==> config.mk <==
export PLATFORM = sky130hd
export DESIGN_NAME = tcc_top
export DESIGN_NICKNAME = d
export VERILOG_FILES = /design/src/hdl/tcc_top.v /design/src/hdl/tcc_sync2.v /design/src/hdl/tcc_clksel.v
export VERILOG_INCLUDE_DIRS = /design/src /design/src/hdl
export SDC_FILE = /design/constraint.sdc
export NUM_CORES = 1
export LEC_CHECK = 0
export BUFFER_PORTS_ARGS = -buffer_cell sky130_fd_sc_hd__buf_2
export CAP_MARGIN = 20
export CORE_ASPECT_RATIO = 1.2
export CORE_MARGIN = 4
export CORE_UTILIZATION = 40
export CTS_BUF_LIST = sky130_fd_sc_hd__clkbuf_8
export CTS_CLUSTER_SIZE = 28
export DETAILED_ROUTE_END_ITERATION = 7
export HOLD_SLACK_MARGIN = 0.03
export MAX_ROUTING_LAYER = met4
export PLACE_DENSITY_LB_ADDON = 0.3
export SYNTH_ARGS = -nofsm -noshare
export SYNTH_HDL_FRONTEND = slang
export SYNTH_SLANG_ARGS = --single-unit
==> constraint.sdc <==
create_clock -name clk -period 4 [get_ports clk]
set_clock_uncertainty 0.2 [all_clocks]
set_input_delay 0.6 -clock clk [delete_from_list [all_inputs] [get_ports clk]]
set_output_delay 0.6 -clock clk [all_outputs]
set_load 0.05 [all_outputs]
==> src/hdl/tcc_map.vh <==
`ifndef TCC_MAP_VH
`define TCC_MAP_VH

// ----------------------------------------------------------------
// Address map
// ----------------------------------------------------------------
`define TCC_ADDR_W 8
`define TCC_OFF_CCR 6'h00
`define TCC_OFF_CMR 6'h04
`define TCC_OFF_CV 6'h10
`define TCC_OFF_RA 6'h14
`define TCC_OFF_RB 6'h18
`define TCC_OFF_RC 6'h1c
`define TCC_OFF_SR 6'h20
`define TCC_ADDR_BCR 8'hc0
`define TCC_ADDR_BMR 8'hc4
`define TCC_CH_BLOCK 2'h3

// ----------------------------------------------------------------
// Command bits (channel and block command words)
// ----------------------------------------------------------------
`define TCC_CCR_EN 0
`define TCC_CCR_DIS 1
`define TCC_CCR_SOFTWARE_TRIGGER_COMMAND 2
`define TCC_BCR_SYNC 0

// ----------------------------------------------------------------
// Channel configuration fields
// ----------------------------------------------------------------
`define TCC_CMR_CLKS 2:0
`define TCC_CMR_CLOCK_INVERT 3
`define TCC_CMR_GATE 5:4
`define TCC_CMR_STOP 6
`define TCC_CMR_DIS 7
`define TCC_CMR_EDGE 9:8
`define TCC_CMR_ABSEL 10
`define TCC_CMR_EXTERNAL_EVENT_SELECT 11:10
`define TCC_CMR_EXTERNAL_EVENT_TRIGGER_ENABLE 12
`define TCC_CMR_PROF 14:13
`define TCC_CMR_COMPARE_C_TRIGGER_ENABLE 14
`define TCC_CMR_WAVE 15
`define TCC_CMR_LDA 17:16
`define TCC_CMR_LDB 19:18
`define TCC_CMR_ACPA 17:16
`define TCC_CMR_ACPC 19:18
`define TCC_CMR_BCPB 25:24
`define TCC_CMR_BCPC 27:26

// ----------------------------------------------------------------
// Status bits and reset values
// ----------------------------------------------------------------
`define TCC_SR_COVF 0
`define TCC_SR_LOVR 1
`define TCC_SR_FLAGS_W 8
`define TCC_SR_CLOCK_ENABLED_FLAG 16
`define TCC_CNT_MAX 16'hffff
`define TCC_CNT_ZERO 16'h0000
`define TCC_RST_CMR 32'h0000_0000
`define TCC_RST_BMR 6'h00

`endif

==> src/hdl/tcc_top.v <==
// Contract
// - 16-bit counter increments per counting edge.
// - Wrap from maximum sets overflow flag.
// - Counter readable; trigger zeroes at next edge.
// - Block routing picks pin or other line A.
// - Eight clock sources, optional edge inversion.
// - Gate input lets edges through while high.
// - Enable/disable commands, configurable auto-disable, status.
// - Triggers start, configured events stop clock.
// - Mode bit picks capture or waveform directions.
// - Software trigger and block-wide synchronous trigger.
// - Compare C match may trigger reset.
// - Waveform external event gated by trigger enable.
// - Triggers act at next counting edge.
// - Capture A and B on line A edges.
// - A and B load in alternating order.
// - Unread overwrite sets load overrun flag.
// - Capture trigger line and edge select.
// - Compares A, C drive line A; B, C line B.
// - Profile 00 free-runs up, no C trigger.
// - Profile 10 counts up to C, resets.
// - Profile 01 up-down full range, trigger reverses.
// - Profile 11 up-down to C, trigger reverses.
//
// Decided for this implementation: the plain strobed port and the register offsets.
`include "tcc_map.vh"

module tcc_top (
    // Clock, reset and freeze
    input wire clk,
    input wire rst,
    input wire ce,
    // Register port
    input wire [`TCC_ADDR_W-1:0] addr,
    input wire [31:0] wdata,
    input wire wr,
    input wire rd,
    output wire [31:0] rdata,
    // Internal clock levels from the prescaler, same clock domain
    input wire [4:0] internal_clock,
    // External clock pins
    input wire [2:0] external_clock_pin,
    // Channel I/O line A per channel
    input wire [2:0] channel_io_a_i,
    output wire [2:0] channel_io_a_o,
    output wire [2:0] channel_io_a_oe,
    // Channel I/O line B per channel
    input wire [2:0] channel_io_b_i,
    output wire [2:0] channel_io_b_o,
    output wire [2:0] channel_io_b_oe
);

    // ----------------------------------------------------------------
    // Helper functions
    // ----------------------------------------------------------------

    // Edge field: 00 none, 01 rising, 10 falling, 11 both.
    function edge_hit;
        input [1:0] sel;
        input rise;
        input fall;
        begin
            edge_hit = (sel[0] & rise) | (sel[1] & fall);
        end
    endfunction

    // Output action: 00 keep, 01 set, 10 clear, 11 toggle.
    function out_act;
        input cur;
        input hit;
        input [1:0] act;
        begin
            if (!hit || act == 2'h0) begin
                out_act = cur;
            end else if (act == 2'h1) begin
                out_act = 1'b1;
            end else if (act == 2'h2) begin
                out_act = 1'b0;
            end else begin
                out_act = ~cur;
            end
        end
    endfunction

    // Block routing of one external clock: pin, none, or one of two line A levels.
    function xc_route;
        input [1:0] sel;
        input pin;
        input line_x;
        input line_y;
        begin
            if (sel == 2'h0) begin
                xc_route = pin;
            end else if (sel == 2'h2) begin
                xc_route = line_x;
            end else if (sel == 2'h3) begin
                xc_route = line_y;
            end else begin
                xc_route = 1'b0;
            end
        end
    endfunction

    // ----------------------------------------------------------------
    // Pin synchronisation and block routing
    // ----------------------------------------------------------------
    wire [2:0] pin_clk_s;
    wire [2:0] line_a_s;
    wire [2:0] line_b_s;
    reg [2:0] xc_prev_q;
    reg [2:0] line_a_prev_q;
    reg [2:0] line_b_prev_q;
    reg [5:0] bmr_q;
    reg [31:0] rdata_q;
    wire [2:0] xc;
    wire [2:0] xc_rise;
    wire [2:0] xc_fall;
    wire [2:0] a_rise;
    wire [2:0] a_fall;
    wire [2:0] b_rise;
    wire [2:0] b_fall;
    wire [2:0] tick_w;
    wire [95:0] ch_rd_w;
    wire blk_wr = wr && (addr[7:6] == `TCC_CH_BLOCK);
    wire sync_cmd = wr && (addr == `TCC_ADDR_BCR) && wdata[`TCC_BCR_SYNC];

    tcc_sync2 #(
        .W(9)
    ) u_sync (
        .clk(clk),
        .rst(rst),
        .ce(ce),
        .async_in({channel_io_b_i, channel_io_a_i, external_clock_pin}),
        .sync_out({line_b_s, line_a_s, pin_clk_s})
    );

    // route pins or chained line A
    assign xc[0] = xc_route(bmr_q[1:0], pin_clk_s[0], line_a_s[1], line_a_s[2]);
    assign xc[1] = xc_route(bmr_q[3:2], pin_clk_s[1], line_a_s[0], line_a_s[2]);
    assign xc[2] = xc_route(bmr_q[5:4], pin_clk_s[2], line_a_s[0], line_a_s[1]);

    assign xc_rise = xc & ~xc_prev_q;
    assign xc_fall = ~xc & xc_prev_q;
    assign a_rise = line_a_s & ~line_a_prev_q;
    assign a_fall = ~line_a_s & line_a_prev_q;
    assign b_rise = line_b_s & ~line_b_prev_q;
    assign b_fall = ~line_b_s & line_b_prev_q;

    // Previous levels for edge detection, and the block routing register.
    always @(posedge clk) begin
        if (rst) begin
            xc_prev_q <= 3'h0;
            line_a_prev_q <= 3'h0;
            line_b_prev_q <= 3'h0;
            bmr_q <= `TCC_RST_BMR;
        end else if (ce) begin
            xc_prev_q <= xc;
            line_a_prev_q <= line_a_s;
            line_b_prev_q <= line_b_s;
            if (wr && addr == `TCC_ADDR_BMR) begin
                bmr_q <= wdata[5:0];
            end
        end
    end

    // ----------------------------------------------------------------
    // Channels
    // ----------------------------------------------------------------
    genvar gi;
    generate
        for (gi = 0; gi < 3; gi = gi + 1) begin : g_ch
            reg [15:0] cv_q;
            reg [15:0] cv_d;
            reg [15:0] ra_q;
            reg [15:0] rb_q;
            reg [15:0] rc_q;
            reg [15:0] top;
            reg [31:0] cmr_q;
            reg [`TCC_SR_FLAGS_W-1:0] flags_q;
            reg [31:0] rd_w;
            reg en_q;
            reg run_q;
            reg up_q;
            reg up_d;
            reg ovf_ev;
            reg pend_q;
            reg a_since_q;
            reg a_unread_q;
            reg b_unread_q;
            reg io_a_q;
            reg io_b_q;
            reg oe_a_q;
            reg oe_b_q;
            reg ext_evt;

            wire here = !blk_wr && (addr[7:6] == gi);
            wire [5:0] off = addr[5:0];
            wire wr_ccr = wr && here && off == `TCC_OFF_CCR;
            wire rd_sr = rd && here && off == `TCC_OFF_SR;
            wire rd_ra = rd && here && off == `TCC_OFF_RA;
            wire rd_rb = rd && here && off == `TCC_OFF_RB;
            wire wave = cmr_q[`TCC_CMR_WAVE];
            wire [1:0] prof = cmr_q[`TCC_CMR_PROF];
            wire updown = wave && prof[0];
            wire sw_trg = wr_ccr && wdata[`TCC_CCR_SOFTWARE_TRIGGER_COMMAND];
            wire cmd_dis = wr_ccr && wdata[`TCC_CCR_DIS];
            wire cmd_en = wr_ccr && wdata[`TCC_CCR_EN] && !cmd_dis;
            wire tick = tick_w[gi] && en_q && run_q;
            wire cpa = tick && wave && (cv_q == ra_q);
            wire cpb = tick && wave && (cv_q == rb_q);
            wire cpc = tick && (cv_q == rc_q);
            wire ab_rise = cmr_q[`TCC_CMR_ABSEL] ? a_rise[gi] : b_rise[gi];
            wire ab_fall = cmr_q[`TCC_CMR_ABSEL] ? a_fall[gi] : b_fall[gi];
            wire cap_trg = edge_hit(cmr_q[`TCC_CMR_EDGE], ab_rise, ab_fall);
            wire ext_trg = wave ? (ext_evt && cmr_q[`TCC_CMR_EXTERNAL_EVENT_TRIGGER_ENABLE]) : cap_trg;
            wire cpc_trg = cpc && (wave ? (prof == 2'h2) : cmr_q[`TCC_CMR_COMPARE_C_TRIGGER_ENABLE]);
            wire ext_sw = sw_trg || sync_cmd || ext_trg;
            wire any_trg = ext_sw || cpc_trg;
            wire lda_hit = edge_hit(cmr_q[`TCC_CMR_LDA], a_rise[gi], a_fall[gi]);
            wire ldb_hit = edge_hit(cmr_q[`TCC_CMR_LDB], a_rise[gi], a_fall[gi]);
            wire lda = !wave && lda_hit && !a_since_q;
            wire ldb = !wave && ldb_hit && a_since_q;
            wire stop_ev = wave ? (cpc && cmr_q[`TCC_CMR_STOP]) : (ldb && cmr_q[`TCC_CMR_STOP]);
            wire dis_ev = wave ? (cpc && cmr_q[`TCC_CMR_DIS]) : (ldb && cmr_q[`TCC_CMR_DIS]);
            wire lovr = (lda && a_unread_q) || (ldb && b_unread_q);
            wire [`TCC_SR_FLAGS_W-1:0] set_w = {ext_trg, ldb, lda, cpc, cpb, cpa, lovr, ovf_ev};

            // waveform external event on line B or one external clock
            always @* begin
                if (cmr_q[`TCC_CMR_EXTERNAL_EVENT_SELECT] == 2'h0) begin
                    ext_evt = edge_hit(cmr_q[`TCC_CMR_EDGE], b_rise[gi], b_fall[gi]);
                end else begin
                    ext_evt = edge_hit(cmr_q[`TCC_CMR_EDGE],
                        xc_rise[cmr_q[`TCC_CMR_EXTERNAL_EVENT_SELECT] - 2'h1],
                        xc_fall[cmr_q[`TCC_CMR_EXTERNAL_EVENT_SELECT] - 2'h1]);
                end
            end

            // Next count value; a pending trigger is served at this counting edge.
            always @* begin
                cv_d = cv_q;
                up_d = up_q;
                ovf_ev = 1'b0;
                top = (wave && prof == 2'h3) ? rc_q : `TCC_CNT_MAX;
                if (tick) begin
                    if (pend_q && updown) begin
                        up_d = ~up_q;
                    end
                    if (pend_q && !updown) begin
                        cv_d = `TCC_CNT_ZERO;
                    end else if (cpc_trg) begin
                        cv_d = `TCC_CNT_ZERO;
                    end else if (updown) begin
                        if (up_d && cv_q >= top && cv_q != `TCC_CNT_ZERO) begin
                            up_d = 1'b0;
                            cv_d = cv_q - 16'h0001;
                        end else if (!up_d && cv_q == `TCC_CNT_ZERO) begin
                            up_d = 1'b1;
                            cv_d = cv_q + 16'h0001;
                        end else if (up_d) begin
                            cv_d = cv_q + 16'h0001;
                        end else begin
                            cv_d = cv_q - 16'h0001;
                        end
                    end else begin
                        cv_d = cv_q + 16'h0001;
                        ovf_ev = (cv_q == `TCC_CNT_MAX);
                    end
                end
            end

            // Channel state. Events that set a flag win over a clear by status read.
            always @(posedge clk) begin
                if (rst) begin
                    cv_q <= `TCC_CNT_ZERO;
                    ra_q <= `TCC_CNT_ZERO;
                    rb_q <= `TCC_CNT_ZERO;
                    rc_q <= `TCC_CNT_ZERO;
                    cmr_q <= `TCC_RST_CMR;
                    flags_q <= {`TCC_SR_FLAGS_W{1'b0}};
                    en_q <= 1'b0;
                    run_q <= 1'b1;
                    up_q <= 1'b1;
                    pend_q <= 1'b0;
                    a_since_q <= 1'b0;
                    a_unread_q <= 1'b0;
                    b_unread_q <= 1'b0;
                    io_a_q <= 1'b0;
                    io_b_q <= 1'b0;
                    oe_a_q <= 1'b0;
                    oe_b_q <= 1'b0;
                end else if (ce) begin
                    cv_q <= cv_d;
                    up_q <= up_d;
                    pend_q <= (pend_q && !tick) || ext_sw;
                    if (cmd_dis || dis_ev) begin
                        en_q <= 1'b0;
                    end else if (cmd_en) begin
                        en_q <= 1'b1;
                    end
                    // start and stop only while enabled
                    if (en_q && stop_ev) begin
                        run_q <= 1'b0;
                    end else if (en_q && any_trg) begin
                        run_q <= 1'b1;
                    end
                    if (wr && here && off == `TCC_OFF_CMR) begin
                        cmr_q <= wdata;
                    end
                    if (wr && here && off == `TCC_OFF_RC) begin
                        rc_q <= wdata[15:0];
                    end
                    // capture loads; compare registers writable in waveform
                    if (lda) begin
                        ra_q <= cv_q;
                    end else if (wave && wr && here && off == `TCC_OFF_RA) begin
                        ra_q <= wdata[15:0];
                    end
                    if (ldb) begin
                        rb_q <= cv_q;
                    end else if (wave && wr && here && off == `TCC_OFF_RB) begin
                        rb_q <= wdata[15:0];
                    end
                    if (any_trg || ldb) begin
                        a_since_q <= 1'b0;
                    end else if (lda) begin
                        a_since_q <= 1'b1;
                    end
                    a_unread_q <= lda || (a_unread_q && !rd_ra);
                    b_unread_q <= ldb || (b_unread_q && !rd_rb);
                    flags_q <= set_w | (flags_q & {`TCC_SR_FLAGS_W{~rd_sr}});
                    oe_a_q <= wave;
                    oe_b_q <= wave && (cmr_q[`TCC_CMR_EXTERNAL_EVENT_SELECT] != 2'h0);
                    if (wave) begin
                        io_a_q <= out_act(out_act(io_a_q, cpa, cmr_q[`TCC_CMR_ACPA]),
                            cpc, cmr_q[`TCC_CMR_ACPC]);
                        io_b_q <= out_act(out_act(io_b_q, cpb, cmr_q[`TCC_CMR_BCPB]),
                            cpc, cmr_q[`TCC_CMR_BCPC]);
                    end
                end
            end

            // live counter and status read view
            always @* begin
                rd_w = 32'h0000_0000;
                if (off == `TCC_OFF_CMR) begin
                    rd_w = cmr_q;
                end else if (off == `TCC_OFF_CV) begin
                    rd_w[15:0] = cv_q;
                end else if (off == `TCC_OFF_RA) begin
                    rd_w[15:0] = ra_q;
                end else if (off == `TCC_OFF_RB) begin
                    rd_w[15:0] = rb_q;
                end else if (off == `TCC_OFF_RC) begin
                    rd_w[15:0] = rc_q;
                end else if (off == `TCC_OFF_SR) begin
                    rd_w[`TCC_SR_FLAGS_W-1:0] = flags_q;
                    rd_w[`TCC_SR_CLOCK_ENABLED_FLAG] = en_q;
                end
            end

            assign ch_rd_w[gi*32 +: 32] = rd_w;
            assign channel_io_a_o[gi] = io_a_q;
            assign channel_io_a_oe[gi] = oe_a_q;
            assign channel_io_b_o[gi] = io_b_q;
            assign channel_io_b_oe[gi] = oe_b_q;

            tcc_clksel u_clksel (
                .clk(clk),
                .rst(rst),
                .ce(ce),
                .int_clk(internal_clock),
                .xc(xc),
                .sel(cmr_q[`TCC_CMR_CLKS]),
                .invert(cmr_q[`TCC_CMR_CLOCK_INVERT]),
                .gate_sel(cmr_q[`TCC_CMR_GATE]),
                .tick(tick_w[gi])
            );
        end
    endgenerate

    // ----------------------------------------------------------------
    // Read data
    // ----------------------------------------------------------------

    // Read data stand only in the cycle after the strobe; unmapped reads give zero.
    always @(posedge clk) begin
        if (rst) begin
            rdata_q <= 32'h0000_0000;
        end else if (ce) begin
            if (!rd) begin
                rdata_q <= 32'h0000_0000;
            end else if (addr == `TCC_ADDR_BMR) begin
                rdata_q <= {26'h0000000, bmr_q};
            end else if (addr[7:6] == `TCC_CH_BLOCK) begin
                rdata_q <= 32'h0000_0000;
            end else begin
                rdata_q <= ch_rd_w[addr[7:6]*32 +: 32];
            end
        end
    end

    assign rdata = rdata_q;

endmodule

==> src/hdl/tcc_sync2.v <==
// ----------------------------------------------------------------
// Two-stage synchroniser for pin inputs
// ----------------------------------------------------------------
module tcc_sync2 #(
    parameter W = 9
) (
    // Clock, reset and freeze
    input wire clk,
    input wire rst,
    input wire ce,
    // Asynchronous levels in, synchronous levels out
    input wire [W-1:0] async_in,
    output wire [W-1:0] sync_out
);

    reg [W-1:0] meta_q;
    reg [W-1:0] sync_q;

    // The first stage is read only by the second stage.
    always @(posedge clk) begin
        if (rst) begin
            meta_q <= {W{1'b0}};
            sync_q <= {W{1'b0}};
        end else if (ce) begin
            meta_q <= async_in;
            sync_q <= meta_q;
        end
    end

    assign sync_out = sync_q;

endmodule

==> src/hdl/tcc_clksel.v <==
`include "tcc_map.vh"

// ----------------------------------------------------------------
// Counting clock selection, inversion, gating and edge detection
// ----------------------------------------------------------------
module tcc_clksel (
    // Clock, reset and freeze
    input wire clk,
    input wire rst,
    input wire ce,
    // Candidate clock levels, all on the master clock already
    input wire [4:0] int_clk,
    input wire [2:0] xc,
    // Configuration
    input wire [2:0] sel,
    input wire invert,
    input wire [1:0] gate_sel,
    // One master cycle per active counting edge
    output wire tick
);

    wire [7:0] cand = {xc, int_clk};
    wire lvl = cand[sel] ^ invert;
    wire gate_ok = (gate_sel == 2'h0) ? 1'b1 : xc[gate_sel - 2'h1];
    reg prev_q;

    // Previous level of the selected, possibly inverted, clock.
    always @(posedge clk) begin
        if (rst) begin
            prev_q <= 1'b0;
        end else if (ce) begin
            prev_q <= lvl;
        end
    end

    // Rising edge of the selected level, let through only while the gate is high.
    assign tick = ce & lvl & ~prev_q & gate_ok;

endmodule

==> results of run 1 <==
-- metal layers --
metal / GRT usage / wire length [microns] / up-vias
met1: 0.3674 / 38320 / 11620
met2: 0.4622 / 44670 / 1229
met3: 0.05136 / 8775 / 302
met4: 0.1607 / 5898 / 0
li1: - / - / 11240
met5: - / 0 / -
-- cell families after synthesis --
kind of cell / synth area share
and+or+nand+nor: 0.2068
AOI/OAI and AO/OA: 0.2094
DFF: 0.3361
buffers and inverters: 0.05346
muxes: 0.1066
xor gates and xnor gates: 0.05554
adders and majority gates: 0.03204
-- power groups by stage --
stage	logic [mW]	clock network, mW	registers, mW
after global placement	0.575	0	4.25
after detailed placement	0.576	0	4.25
after floorplan	0.315	0	4.25
final	0.618	4.11	4.16
after CTS	0.598	4.15	4.16
after global routing	0.640	4.34	4.16
-- Yosys cell counts (11+ instances only) --
cell type and number:
o211ai_1 27, nor4_1 28, nand3b_1 13, nand4_1 57, mux2_2 17, nor2_1 285
nor3_1 34, nand2_1 481, nor2b_1 18, a221oi_1 26, o21ai_0 110, buf_2 22
ha_1 63, a22oi_1 44, a22o_1 11, a211oi_1 108, a31oi_1 27, inv_1 56
nand3_1 53, mux4_2 18, dfxtp_1 413, nand2b_1 14, clkbuf_1 210, mux2i_1 201
or3_1 11, buf_4 15, a21oi_1 270, buf_1 18, and2_1 13, and3_1 33
xor2_1 39, xnor2_1 117
-- final cells by class --
class | count | share of cell area
repair buffers | 254 | 0.06285
flip-flops and latches | 413 | 0.2967
clock inverters | 39 | 0.008979
inverters | 60 | 0.008081
clock buffers | 89 | 0.04395
multi-input cells | 2347 | 0.5428
well taps | 808 | 0.03627
diodes | 5 | 0.0004489
-- stage by stage --
stage / setup slack, ns / hold slack [ns] / util
CTS: 0.4525 / 0.09356 / 0.4580
finish: 0.4285 / 0.1203 / 0.4582
detailed placement: 0.4610 / 0.2465 / 0.4297
floorplan: 0.3642 / 0.2336 / -
global route: 0.1431 / 0.1249 / 0.4581
global placement: 0.4988 / 0.2413 / 0.4297
-- sequential cells by signal (all words and copies together) (netlist names), 6 cells and up --
| signal | cells |
|---|---|
| bmr_q | 6 |
| g_ch.ra_q | 48 |
| g_ch.rb_q | 48 |
| rdata | 32 |
| g_ch.cmr_q | 96 |
| g_ch.rc_q | 48 |
| u_sync.sync_out | 9 |
| g_ch.flags_q | 24 |
| u_sync.meta_q | 9 |
| g_ch.cv_q | 48 |
-- worst max-delay path: cells and delay by family (launching register included) --
kind | cells | cell delay [ns]
simple gates | 6 | 1.48
compound gates | 4 | 0.70
flops | 1 | 0.33
fa+ha+maj | 1 | 0.31
mux | 1 | 0.25
buf+inv | 1 | 0.19
-- worst paths after layout --
kind,startpoint,endpoint,slack (ns),depth (start not counted)
setup / recovery,g_ch[2].cmr_q[13],g_ch[2].cv_q[12],0.43,13
hold / removal,rst,rdata[9],0.12,2
setup reg to reg,g_ch[2].cmr_q[13],g_ch[2].cv_q[12],0.43,13
hold reg to reg,g_ch[2].cmr_q[31],g_ch[2].cmr_q[31],0.25,2
==> flow_summary.yaml, run 1 <==
run_status:
  status: "completed"
worst_setup_path:
  worstPathCellList: "and2_1, nand2_1, buf_4, nor2_1, ha_1, and4_1, o21ai_0, o211ai_1, a2111o_1, nand3_2, or4_1, a31o_1, mux2_2"
  endpoint_kind: "flop"
  cp.required_ns: 4.36
  worstPathArrival_ns: 3.93
  path_max_fanout: 17
  cp_slowest_cell: "or4_1"
  setup.worst_path.class: "flop to flop"
  critPathLaunchType: "flop"
  max_stage_delay_ns: 0.62
drt:
  ant_nets: 0
  routed_wl_microns: 97660
  drc: 0
  initialDrtViolationCount: 2365
  wire_per_inst_microns: 24.32
  first_pass_iters: 8
  route.vias.total: 24390
  drt-vias-per-instance: 6.074
logic_synthesis:
  ys.flop_type: "dfxtp_1"
  synth.net_count: 3208
  ys_async_sr_fraction: 0
  yosysUniqueCellTypes: 97
  synth_area_leaders: "dfxtp_1 34%, mux2i_1 8.2%, nand2_1 7.3%, a21oi_1 5.5%, nor2_1 4.3%"
  yosys_warnings: 0
  synthCells: 3086
  synth_top_cell_by_area: "dfxtp_1"
  yosysSeqAreaShare: 0.3361
  avgSynthCellArea_sq_um: 7.971
  synth_edf_count: 0
  ys_ff_latch: 413
  syn_area_sq_um: 24600
  synth_top_cell_area_share: 0.3361
power_and_ir_drop:
  finalPower_mw: 8.889
  seq_power_share: 0.468
  sw_frac_of_total: 0.2714
  internal_power_mw: 6.477
  pwr-share-clk: 0.462
  combPwrFrac: 0.069
  powerDensity_nw_per_um2: 318.9
  peakVddDrop_mv: 0.1991
  leakage_nw: 10.25
  p_switching_mw: 2.412
floorplanning:
  core_area_sq_um: 60820
  die_w_microns: 234.4
  rows: 99
  ioPinCount: 103
  dieArea_sq_um: 65550
  die_h_microns: 279.7
  start_util: 0.4045
flow_run:
  max_cap_viol_count: 0
cells_and_area:
  seq_area_sq_um: 8268
  syn_to_final_growth_pct: 13.30
  final_nets: 3275
  layout_commonest_cell: "nand2_1"
  layout_common_cells: "481 x nand2_1, 413 x dfxtp_1, 281 x nor2_1, 270 x a21oi_1, 201 x mux2i_1"
  fin_cells: 4015
  final_area_sq_um: 27870
  fill_cells: 6049
  multi_input_area_sq_um: 15130
  drive_gt1_frac: 0.1324
clock_network:
  htree_num_levels: 3
  cts_made_buffers: 77
  cts_root_buf: "clkbuf_8"
  hold_buffers: 25
  cts.sinks: 413
  clkTransAtPathRegs_ns: 0.06
  clockBufferDepth: 3
  cts_resized: 0
  post_cts.repair.setup_buffers: 0
  worstSkewPairLatency_ns: 0.68
  cts_tree: "done"
place:
  place.gp.congestion: 0.9967
  dp_hpwl_microns: 69120
  dp_cells: 3857
  dpl_cell_area_sq_um: 26130
  io_buffers: 102
timing:
  setup_viol: 0
  rsz0062_at_grt: "false"
  maxSlewViolCount: 0
  maxSlewHeadroom: 0.2995
  fmax_mhz: 280.0
  finalCriticalPeriod_ns: 3.571
  setup_tns_ns: 0
  worstMarginPinSlew_ns: 1.047
  hold_viol_final: 0
  finalCritPeriodShare: 0.8929
global_route:
  grtUsageTotal: 0.2972
  grt.overflow.total: 0
  grt_max_degree: 102
  antenna_found_initial: 2
  grt_pass1_wl_microns: 145000
  grt_pass1_vias: 22950
worst_hold_path:
  min_path_type: "input pin to flop"
Power figures use the tool's default switching activity.
==> inputs of run 2 (changes only) <==
- clock period: 4 -> 4.3 ns (I/O delays scaled with it)
==> flow_summary.yaml, run 2 (synthesis gave the netlist of run 1 again) <==
clock_network:
  clkTransAtPathRegs_ns: 0.06
  worstSkewPairLatency_ns: 0.67
  clockBufferDepth: 3
  cts_root_buf: "clkbuf_8"
  cts_made_buffers: 74
  cts_resized: 0
  post_cts.repair.setup_buffers: 0
  cts.sinks: 413
  htree_num_levels: 3
  cts_tree: "done"
timing:
  holdWs_ns: 0.1726
  finalCritPeriodShare: 0.8838
  worstMarginPinSlew_ns: 1.284
  setup_viol: 0
  rsz0062_at_grt: "false"
  finalCriticalPeriod_ns: 3.800
  fmax_mhz: 263.1
  hold_viol_final: 0
  setup_tns_ns: 0
  maxSlewHeadroom: 0.1362
  maxSlewViolCount: 0
cells_and_area:
  syn_to_final_growth_pct: 13.05
  final_nets: 3253
  fill_cells: 6063
  fin_util: 0.4572
  layout_commonest_cell: "nand2_1"
  largest_register: "g_ch.cmr_q"
  largest_register_ffs: 96
  drive_gt1_frac: 0.1275
  layout_common_cells: "481 x nand2_1, 413 x dfxtp_1, 281 x nor2_1, 270 x a21oi_1, 201 x mux2i_1"
worst_setup_path:
  critical_path.endpoint: "g_ch[2].cv_q[12]"
  rr_startpoint: "g_ch[2].cmr_q[13]"
  endpoint_kind: "flop"
  worstPathArrival_ns: 4.15
  cp.required_ns: 4.65
  r2r_setup_slack_ns: 0.50
  path_depth: 13
  worst-path-buf-inv: 1
  crit_start: "g_ch[2].cmr_q[13]"
  critPathLaunchType: "flop"
  rr_endpoint: "g_ch[2].cv_q[12]"
  path_max_fanout: 19
  worstPathCellList: "and2_1, nand2_1, buf_4, or2_2, ha_1, nor3b_1, o21a_1, o211ai_1, a2111o_1, nand3_2, or4_1, a31o_1, mux2_2"
  reg2regPathDepth: 13
  max_stage_delay_ns: 0.64
  setup.worst_path.class: "flop to flop"
  critical_path.top_delay_family: "simple AND/OR/NAND/NOR gates"
  cp_slowest_cell: "or4_1"
power_and_ir_drop:
  p_switching_mw: 2.220
  leakage_nw: 10.20
  seq_power_share: 0.463
  sw_frac_of_total: 0.2654
  peakVddDrop_mv: 0.1834
  combPwrFrac: 0.068
  powerDensity_nw_per_um2: 300.8
  pwr-share-clk: 0.469
  internal_power_mw: 6.145
place:
  io_buffers: 102
  dp_hpwl_microns: 68990
  place.gp.congestion: 0.9763
global_route:
  grt_pass1_vias: 22540
  antenna_found_initial: 4
  grtUsageTotal: 0.2981
  grt_max_degree: 149
  grt_pass1_wl_microns: 145500
  grt.overflow.total: 0
drt:
  route.vias.total: 24310
  first_pass_iters: 6
  drc: 0
  initialDrtViolationCount: 2653
  ant_nets: 0
  drt-vias-per-instance: 6.081
  wire_per_inst_microns: 24.55
  routed_wl_microns: 98130
floorplanning:
  die_h_microns: 279.7
  ioPinCount: 103
  rows: 99
  die_w_microns: 234.4
  core_area_sq_um: 60820
  start_util: 0.4045
  dieArea_sq_um: 65550
flow_run:
  max_cap_viol_count: 0
worst_hold_path:
  min_path_type: "input pin to flop"
run_status:
  status: "completed"
-- run 2: power groups by stage --
stage               registers [mW]  logic, mW  clock network [mW]
finish                        3.87      0.573                3.92
global route                  3.87      0.594                4.13
CTS                           3.87      0.554                3.98
detailed placement            3.95      0.533                   0
global placement              3.95      0.534                   0
floorplan                     3.95      0.293                   0
-- run 2: how the worst min path moves through the flow --
stage | from | to | cells after the start
after floorplan | g_ch[0].flags_q[4] | g_ch[0].flags_q[4] | 2
after global placement | g_ch[1].flags_q[6] | g_ch[1].flags_q[6] | 2
after detailed placement | g_ch[1].cmr_q[21] | g_ch[1].cmr_q[21] | 2
after CTS | ce | g_ch[2].en_q | 2
after global routing | ce | g_ch[2].en_q | 2
final | rst | g_ch[1].rc_q[9] | 2
-- run 2: final cells by class --
| type | instances | area, sq um | area share |
|---|---|---|---|
| antenna | 4 | 10.01 | 0.0003600 |
| sequential | 413 | 8268 | 0.2973 |
| timing repair buffer | 235 | 1634 | 0.05876 |
| tap | 808 | 1011 | 0.03636 |
| clock buffer | 93 | 1280 | 0.04603 |
| inverter | 60 | 225.2 | 0.008099 |
| multi-input combinational | 2347 | 15130 | 0.5440 |
| clock inverter | 37 | 252.7 | 0.009089 |
-- run 2: worst reg2reg max path: cells and delay by family, from the launching register on --
| kind | cells | cell delay [ns] |
|---|---|---|
| muxes | 1 | 0.25 |
| adders and majority gates | 1 | 0.27 |
| AOI/OAI and AO/OA | 4 | 0.77 |
| DFF | 1 | 0.38 |
| and+or+nand+nor | 6 | 1.63 |
| buffers and inverters | 1 | 0.19 |
-- run 2: layer usage --
| metal | share of wire | global-route usage |
|---|---|---|
| met5 | 0 | - |
| met4 | 0.063 | 0.1685 |
| met3 | 0.084 | 0.04658 |
| met2 | 0.46 | 0.4613 |
| met1 | 0.39 | 0.3703 |
-- run 2: stage by stage --
step	worst slack, ns	instance area, sq um	cells	power, mW
4_1_cts	0.5145	27800	3993	8.402
3_5_place_dp	0.5559	26020	3838	4.487
6_report	0.4996	27810	3997	8.365
2_1_floorplan	0.6642	24600	3086	4.246
3_3_place_gp	0.5709	26020	3838	4.487
5_1_grt	0.3395	27810	3997	8.598
-- run 2: timing repair --
action	4_1_cts	5_1_grt
endpoints found under the setup margin	0	0
hold buffers	25	0
hold endpoints to repair	56	0
